**src/verilog/cbx_pkg.sv**
```systemverilog
// Constants and types for the context-bank translation operation unit
package cbx_pkg;
  localparam int IA_W = 48;
  localparam int PA_W = 64;
  localparam int FS_W = 32;
  localparam int BANK_W = 8;
  localparam int SYN_W = 32;
  localparam logic [1:0] OP_UR = 2'h0;
  localparam logic [1:0] OP_UW = 2'h1;
  localparam logic [1:0] OP_PR = 2'h2;
  localparam logic [1:0] OP_PW = 2'h3;
  localparam int PAGE_LSB = 12;
  // Result layout: bit 0 set marks a fault code
  localparam logic [PA_W-1:0] RES_FAULT_BIT = 64'h0000_0000_0000_0001;
  localparam logic [PA_W-1:0] RES_OP_TERMINATED_CODE_CODE = 64'h0000_0000_0000_0081;
  localparam logic [PA_W-1:0] RES_RESET = 64'h0;
  localparam int FS_MULTI_BIT = 31;
  localparam logic [FS_W-1:0] FS_RESET = 32'h0;
  // Context syndrome field positions
  localparam int SYN_OPF_BIT = 11;
  localparam int SYN_S1W_BIT = 10;
  localparam int SYN_IDX_LSB = 16;
  // Global syndrome0 field positions
  localparam int GSY_NESTED_BIT = 0;
  localparam int GSY_WNR_BIT = 1;
  localparam int GSY_PNU_BIT = 2;
  localparam int GSY_IND_BIT = 3;
  localparam int GSY_NSST_BIT = 4;
  localparam int GSY_NSAT_BIT = 5;
  localparam int GSY_XOP_BIT = 6;
  localparam logic [SYN_W-1:0] GSY2_IMPL = 32'h0;
  // Walker outcome classes
  typedef enum logic [2:0] {
    CBX_W_OK     = 3'h0,
    CBX_W_S1FLT  = 3'h1,
    CBX_W_S2FLT  = 3'h2,
    CBX_W_GLBFLT = 3'h3
  } cbx_wres_e;
  typedef enum logic [3:0] {
    CBX_IDLE  = 4'b0001,
    CBX_WALK  = 4'b0010,
    CBX_STALL = 4'b0100,
    CBX_DONE  = 4'b1000
  } cbx_state_e;
endpackage
```
**src/verilog/cbx_op_unit.sv**
```systemverilog
// Stage 1 context-bank address translation operation unit with nested fault handling
`timescale 1ns/1ns
module cbx_op_unit
  import cbx_pkg::*;
(
  input  wire logic                         CLK,
  input  wire logic                         RST_N,
  input  wire logic                         STAGE1_SUPPORTED_FLAG,
  input  wire logic                         XLATE_OPS_ABSENT_FLAG,
  input  wire logic                         OP_WR,
  input  wire logic [1:0]                   OP_SEL,
  input  wire logic [cbx_pkg::IA_W-1:0]     OP_ADDR,
  input  wire logic [cbx_pkg::BANK_W-1:0]   S1_BANK_INDEX,
  input  wire logic                         GLOB_TWO_STAGE_WR,
  input  wire logic                         S2_LINKED,
  input  wire logic                         S2_STALL_EN,
  input  wire logic                         HIT_UNDER_FAULT_EN,
  input  wire logic                         CTX_FAULT_REPORT_EN,
  input  wire logic                         CTX_RESUME_WR,
  input  wire logic                         CTX_RESUME_TERMINATE,
  input  wire logic                         CTX_FAULT_CLR,
  input  wire logic                         GLOB_FAULT_CLR,
  input  wire logic                         WALK_DONE,
  input  wire logic [2:0]                   WALK_RESULT,
  input  wire logic [cbx_pkg::PA_W-1:0]     WALK_IPA,
  input  wire logic [cbx_pkg::FS_W-1:0]     WALK_FAULT_CODE,
  output logic                              WALK_REQ,
  output logic [1:0]                        WALK_OP,
  output logic [cbx_pkg::IA_W-1:0]          WALK_ADDR,
  output logic                              WALK_NESTED,
  output logic                              GLOB_TWO_STAGE_ACK,
  output logic [cbx_pkg::PA_W-1:0]          XLATE_RESULT_REG,
  output logic                              XLATE_STATUS_REG,
  output logic [cbx_pkg::FS_W-1:0]          CTX_FAULT_STATUS,
  output logic [cbx_pkg::IA_W-1:0]          CTX_FAULT_ADDR,
  output logic [cbx_pkg::SYN_W-1:0]         CTX_FAULT_SYNDROME0,
  output logic [cbx_pkg::FS_W-1:0]          GLOB_FAULT_STATUS,
  output logic [cbx_pkg::SYN_W-1:0]         GLOB_SYNDROME0,
  output logic [cbx_pkg::SYN_W-1:0]         GLOB_SYNDROME2
);
  import cbx_pkg::*;

  cbx_state_e             state_q;
  cbx_state_e             state_d;
  logic                   ops_en;
  logic                   start;
  logic [IA_W-1:0]        addr_q;
  logic [1:0]             op_q;
  logic [PA_W-1:0]        res_q;
  logic                   busy_q;
  logic [FS_W-1:0]        cfs_q;
  logic [IA_W-1:0]        cfa_q;
  logic [SYN_W-1:0]       csy_q;
  logic [FS_W-1:0]        gfs_q;
  logic [SYN_W-1:0]       gsy_q;
  logic [SYN_W-1:0]       gsy2_q;
  logic                   req_q;
  logic                   gack_q;
  logic                   w_s2;
  logic                   w_glb;
  logic                   w_ok;
  logic                   s2_busy;
  logic                   hit_term;
  logic                   s2_term;
  logic                   s2_stall;
  logic                   glb_term;

  assign ops_en = STAGE1_SUPPORTED_FLAG && !XLATE_OPS_ABSENT_FLAG;
  // A write while busy is taken as ignored; software must not issue one
  assign start = ops_en && OP_WR && (state_q == CBX_IDLE);

  assign w_ok = WALK_DONE && (WALK_RESULT == CBX_W_OK);
  assign w_s2 = WALK_DONE && S2_LINKED && (WALK_RESULT == CBX_W_S2FLT);
  assign w_glb = WALK_DONE && S2_LINKED && (WALK_RESULT == CBX_W_GLBFLT);
  assign s2_busy = (cfs_q != FS_RESET);
  // Stage 2 already faulting and refusing hits kills even a good walk
  assign hit_term = WALK_DONE && S2_LINKED && s2_busy && !HIT_UNDER_FAULT_EN
                    && (WALK_RESULT != CBX_W_GLBFLT);
  assign s2_stall = w_s2 && !s2_busy && S2_STALL_EN && !hit_term;
  assign s2_term = w_s2 && !s2_stall;
  assign glb_term = w_glb;
  // Report enable is left unread on purpose: termination loads its code either way
  // Walker answers arriving outside the walk state are dropped by the state machine

  always_comb begin
    state_d = state_q;
    case (state_q)
      CBX_IDLE:  if (start) state_d = CBX_WALK;
      CBX_WALK:  if (WALK_DONE) state_d = s2_stall ? CBX_STALL : CBX_DONE;
      CBX_STALL: if (CTX_RESUME_WR && CTX_RESUME_TERMINATE) begin
                   state_d = CBX_DONE;
                 end else if (CTX_RESUME_WR) begin
                   state_d = CBX_WALK;
                 end
      CBX_DONE:  state_d = CBX_IDLE;
      default:   state_d = CBX_IDLE;
    endcase
  end

  always_ff @(posedge CLK or negedge RST_N) begin
    if (!RST_N) state_q <= CBX_IDLE;
    else state_q <= state_d;
  end

  // Full-width address captured as written; no extension applied
  always_ff @(posedge CLK or negedge RST_N) begin
    if (!RST_N) begin
      addr_q <= '0;
      op_q <= OP_UR;
    end else if (start) begin
      addr_q <= OP_ADDR;
      op_q <= OP_SEL;
    end
  end

  // Walk request re-issued on a retry resume from a stall
  always_ff @(posedge CLK or negedge RST_N) begin
    if (!RST_N) req_q <= 1'b0;
    else req_q <= start || (state_q == CBX_STALL && CTX_RESUME_WR && !CTX_RESUME_TERMINATE);
  end

  always_ff @(posedge CLK or negedge RST_N) begin
    if (!RST_N) gack_q <= 1'b0;
    else gack_q <= ops_en && GLOB_TWO_STAGE_WR;
  end

  // Busy rises with the start and falls in the same edge that loads the result
  always_ff @(posedge CLK or negedge RST_N) begin
    if (!RST_N) busy_q <= 1'b0;
    else if (start) busy_q <= 1'b1;
    else if (state_q == CBX_WALK && WALK_DONE && !s2_stall) busy_q <= 1'b0;
    else if (state_q == CBX_STALL && CTX_RESUME_WR && CTX_RESUME_TERMINATE) begin
      busy_q <= 1'b0;
    end
  end

  always_ff @(posedge CLK or negedge RST_N) begin
    if (!RST_N) begin
      res_q <= RES_RESET;
    end else if (state_q == CBX_WALK && WALK_DONE && !s2_stall) begin
      if (hit_term || s2_term || glb_term) res_q <= RES_OP_TERMINATED_CODE_CODE;
      else if (w_ok) res_q <= {WALK_IPA[PA_W-1:PAGE_LSB], {PAGE_LSB{1'b0}}};
      else res_q <= {{(PA_W-FS_W){1'b0}}, WALK_FAULT_CODE} | RES_FAULT_BIT;
    end else if (state_q == CBX_STALL && CTX_RESUME_WR && CTX_RESUME_TERMINATE) begin
      res_q <= RES_OP_TERMINATED_CODE_CODE;
    end
  end

  // Stage 2 bank fault record; new fault wins over a same-cycle clear
  always_ff @(posedge CLK or negedge RST_N) begin
    if (!RST_N) begin
      cfs_q <= FS_RESET;
      cfa_q <= '0;
      csy_q <= '0;
    end else if (state_q == CBX_WALK && w_s2 && !s2_busy) begin
      cfs_q <= WALK_FAULT_CODE;
      cfa_q <= addr_q;
      csy_q <= '0;
      csy_q[SYN_OPF_BIT] <= 1'b1;
      csy_q[SYN_S1W_BIT] <= 1'b1;
      csy_q[SYN_IDX_LSB +: BANK_W] <= S1_BANK_INDEX;
    end else if (state_q == CBX_WALK && w_s2) begin
      cfs_q[FS_MULTI_BIT] <= 1'b1;
    end else if (CTX_FAULT_CLR) begin
      cfs_q <= FS_RESET;
    end
  end

  // Global fault record; unknown fields are left as zero
  always_ff @(posedge CLK or negedge RST_N) begin
    if (!RST_N) begin
      gfs_q <= FS_RESET;
      gsy_q <= '0;
      gsy2_q <= '0;
    end else if (state_q == CBX_WALK && w_glb && gfs_q == FS_RESET) begin
      gfs_q <= WALK_FAULT_CODE;
      gsy_q <= '0;
      gsy_q[GSY_NESTED_BIT] <= 1'b1;
      gsy_q[GSY_NSST_BIT] <= 1'b1;
      gsy_q[GSY_NSAT_BIT] <= 1'b1;
      gsy_q[GSY_XOP_BIT] <= 1'b1;
      gsy2_q <= GSY2_IMPL;
    end else if (state_q == CBX_WALK && w_glb) begin
      gfs_q[FS_MULTI_BIT] <= 1'b1;
    end else if (GLOB_FAULT_CLR) begin
      gfs_q <= FS_RESET;
    end
  end

  // Result and status views read zero when operations are absent; fault record views are not gated
  always_ff @(posedge CLK or negedge RST_N) begin
    if (!RST_N) begin
      XLATE_RESULT_REG <= RES_RESET;
      XLATE_STATUS_REG <= 1'b0;
    end else begin
      XLATE_RESULT_REG <= ops_en ? res_q : RES_RESET;
      XLATE_STATUS_REG <= ops_en ? busy_q : 1'b0;
    end
  end

  always_ff @(posedge CLK or negedge RST_N) begin
    if (!RST_N) begin
      WALK_REQ <= 1'b0;
      WALK_OP <= OP_UR;
      WALK_ADDR <= '0;
      WALK_NESTED <= 1'b0;
      GLOB_TWO_STAGE_ACK <= 1'b0;
      CTX_FAULT_STATUS <= FS_RESET;
      CTX_FAULT_ADDR <= '0;
      CTX_FAULT_SYNDROME0 <= '0;
      GLOB_FAULT_STATUS <= FS_RESET;
      GLOB_SYNDROME0 <= '0;
      GLOB_SYNDROME2 <= '0;
    end else begin
      WALK_REQ <= req_q;
      WALK_OP <= op_q;
      WALK_ADDR <= addr_q;
      WALK_NESTED <= S2_LINKED;
      GLOB_TWO_STAGE_ACK <= gack_q;
      CTX_FAULT_STATUS <= cfs_q;
      CTX_FAULT_ADDR <= cfa_q;
      CTX_FAULT_SYNDROME0 <= csy_q;
      GLOB_FAULT_STATUS <= gfs_q;
      GLOB_SYNDROME0 <= gsy_q;
      GLOB_SYNDROME2 <= gsy2_q;
    end
  end
endmodule

```
**config.mk**
```make
export PLATFORM = sky130hd
export DESIGN_NAME = cbx_op_unit
export DESIGN_NICKNAME = d
export VERILOG_FILES = /design/src/verilog/cbx_pkg.sv /design/src/verilog/cbx_op_unit.sv
export SDC_FILE = /design/constraint.sdc
export NUM_CORES = 1
export LEC_CHECK = 0
export BUFFER_PORTS_ARGS = -buffer_cell sky130_fd_sc_hd__buf_4
export CAP_MARGIN = 20
export CORE_ASPECT_RATIO = 0.8
export CORE_MARGIN = 2
export CORE_UTILIZATION = 45
export CTS_BUF_LIST = sky130_fd_sc_hd__clkbuf_8
export DETAILED_ROUTE_END_ITERATION = 7
export GPL_TIMING_DRIVEN = 1
export PLACE_DENSITY = 0.81
export SETUP_SLACK_MARGIN = 0.1
export SYNTH_ARGS = -nofsm -noshare
export SYNTH_HDL_FRONTEND = slang
export SYNTH_SLANG_ARGS = --single-unit
```
**constraint.sdc**
```tcl
create_clock -name CLK -period 2.31 [get_ports CLK]
set_clock_uncertainty 0.05 [all_clocks]
set_input_delay 0 -clock CLK [delete_from_list [all_inputs] [get_ports CLK]]
set_output_delay 0 -clock CLK [all_outputs]
set_load 0.03 [all_outputs]
```
==> qor.yml <==
logic_synthesis:
  syn_inst: 1008
  yosysUniqueCellTypes: 37
  synth-seq-area-share_pct: 73.4
  synthTopCellsByArea: "dfrtp_1 73%, a22o_1 5.5%, mux2_4 4.3%"
  synth_edf_count: 0
  async_reset_ff_share_pct: 100
  synth-seq-cells: 483
  synth.largest_area_cell: "dfrtp_1"
  syn_area_sq_um: 16500
  synth.avg_cell_area_sq_um: 16.3
  synth_top_area_share_pct: 73.2
  ys.flop_type: "dfrtp_1"
  yosysWarnings: 0
clock_tree:
  numCtsBuffers: 74
  cts_root_buf: "clkbuf_8"
  htree_levels: 3
  clk_pin_slew_worst_paths_ns: 0.06
  clock_path_buffers: 3
  clk-insertion-delay-late_ns: 0.60
  cts_sinks: 483
  tritoncts: "yes"
worst_setup_path:
  critPathArrivalTime_ns: 2.91
  critPathMaxStageDelay_ns: 0.54
  crit_required_ns: 2.73
  cp_top_family: "simple AND/OR/NAND/NOR gates"
  critPathMaxFanout: 29
  cp-start-kind: "flop"
  crit_slowest_cell: "or4_4"
  crit_path_cell_trace: "nor4_2, nand2_1, or4_4, or3_4, buf_16, mux2_4"
  cp-end-kind: "flop"
  worstSetupPathType: "reg -> reg"
  crit_buf_inv: 1
sta:
  worst_slack_ns: -0.176
  fin_crit_ns: 2.49
  hold_viol: 0
  max-slew-margin-rel_pct: 47.8
  post-route-period-util_pct: 108
  finalMaxSlewViolations: 0
  finalSetupTns_ns: -11.88
  hold_ws_ns: 0.0567
  worst_pin_slew_ns: 0.781
  fmax_ghz: 0.402
  setup-violations-final: 114
  grt_setup_unrepaired: "yes"
detailed_routing:
  wl_met3_um: 4240
  wl_per_cell_um: 23.2
  met1Wirelength_um: 20000
  met2_length_um: 26000
  drtIter0Drc: 787
  drc: 0
  viasPerCell: 5.04
  vias: 11300
  top_layer: "met4"
  dr.pass1.iters: 5
  ant_nets: 0
  wl_um: 52000
floorplan:
  ios: 498
  die_w_um: 218
  core_area_sq_um: 36000
  initial_core_util_pct: 45.8
  rows: 62
  die_y_um: 175
  dieArea_sq_um: 38200
layout:
  fin_area_sq_um: 24400
  drive_gt1_share_pct: 43.1
  fill_cells: 2253
  nets: 1877
  layout_commonest_cell: "dfrtp_1"
  final_cells: 2240
  fin_util_pct: 67.8
  area_growth_pct: 48.1
  final_cell_mix: "482 x dfrtp_1, 452 x buf_4, 163 x dlygate4sd3_1"
global_route:
  grt_antenna_before_repair: 1
  gr-usage-all-layers_pct: 27.0
  gr-total-overflow: 0
  grt_max_degree: 70
  grt_pass1_vias: 12500
  grt_first_pass_wirelength_um: 76800
placed_design:
  dpl.hpwl_um: 29500
  portBuffers: 402
  place_area_sq_um: 20300
  dp.cells: 1908
  place_congestion: 0.843
  place_ws_ns: -0.256
outcome:
  status: "complete, but fails checks"
  violations: "setup timing"
power:
  leakage_nw: 12.7
  finalPower_mw: 18.9
  power-per-cell-area_nw_per_um2: 773
  max-vdd-ir-drop_uv: 707
hold_path:
  hold_path_class: "in -> reg"
run:
  drv_cap: 0
==> area by class of cell <==
class | instances | area (sq um) | share of cell area (%)
well taps | 480 | 601 | 2.46
inverters | 4 | 15.0 | 0.0615
diodes | 1 | 2.50 | 0.0103
clock inverters | 43 | 241 | 0.989
flip-flops and latches | 483 | 12100 | 49.5
clock buffers | 87 | 1200 | 4.91
repair buffers | 671 | 6080 | 24.9
multi-input cells | 471 | 4190 | 17.2
==> final timing paths <==
path,from,to,slack [ns],cells after the start
min reg2reg,req_q$_DFF_PN0_,WALK_REQ$_DFF_PN0_,0.31,0
max reg2reg,cfs_q[17]$_DFFE_PN0P_,cfa_q[42]$_DFFE_PN0P_,-0.18,6
min,WALK_RESULT[1],res_q[7]$_DFFE_PN0P_,0.06,5
min in group asynchronous,RST_N,res_q[63]$_DFFE_PN0P_,0.08,3
max in group asynchronous,RST_N,GLOB_FAULT_STATUS[15]$_DFF_PN0_,1.62,4
max,cfs_q[17]$_DFFE_PN0P_,cfa_q[42]$_DFFE_PN0P_,-0.18,6
==> state kept, by name (all words and copies together) (netlist names), 2 cells and up <==
signal,count
cfs_q,32
res_q,64
CTX_FAULT_ADDR,48
CTX_FAULT_STATUS,32
cfa_q,48
XLATE_RESULT_REG,64
addr_q,48
CTX_FAULT_SYNDROME0,9
op_q,2
state_q,4
csy_q,9
GLOB_FAULT_STATUS,32
WALK_ADDR,48
WALK_OP,2
gfs_q,32
==> cells by family after synthesis <==
logic type | synth area share [%]
flip-flops | 73.4
AO/OA/AOI/OAI | 7.08
buffers and inverters | 5.38
multiplexers | 9.53
AND/OR/NAND/NOR | 4.59
XOR/XNOR | 0.0532
other | 0.0228
==> synth_stat cells (2+ instances only) <==
| cell type | number |
|---|---|
| dfrtp_1 | 482 |
| a22o_1 | 104 |
| buf_4 | 87 |
| and2_1 | 66 |
| mux2_2 | 59 |
| mux2_4 | 47 |
| clkbuf_1 | 26 |
| mux2i_1 | 20 |
| o2bb2ai_1 | 20 |
| nor4_1 | 17 |
| nand2_1 | 13 |
| buf_2 | 12 |
| nand2b_1 | 7 |
| nand3_1 | 6 |
| buf_6 | 5 |
| inv_1 | 4 |
| nor2b_1 | 4 |
| a21oi_1 | 3 |
| nor3_1 | 3 |
| nor4b_1 | 3 |
| nand4_1 | 2 |
| o21ai_0 | 2 |
| or3_1 | 2 |
==> where the power goes <==
part | total (mW) | switching (mW) | internal [mW]
clock network | 6.99 | 3.41 | 3.58
registers | 9.44 | 0.411 | 9.03
logic | 2.44 | 1.38 | 1.07
==> metal layers <==
metal	vias to the layer above	track usage [%]
li1	4756	-
met1	5845	34.0
met2	599	45.1
met3	99	6.98
met4	0	10.0
met5	-	0
==> tightest hold or removal path, stage by stage <==
cell and delay [ns]:
buf_4 0.09, nor4b_2 0.08, buf_12 0.19, nor2b_1 0.13, o22a_1 0.14
==> repair_timing <==
item                       4_1_cts  5_1_grt
pin swaps                       68       24
gates resized for setup         68       26
setup endpoints to repair      155      186
buffers inserted                17        9
cloned                          16        2
hold buffers                   164        0
hold endpoints to repair       608        0
(Power assumes the default switching activity.)
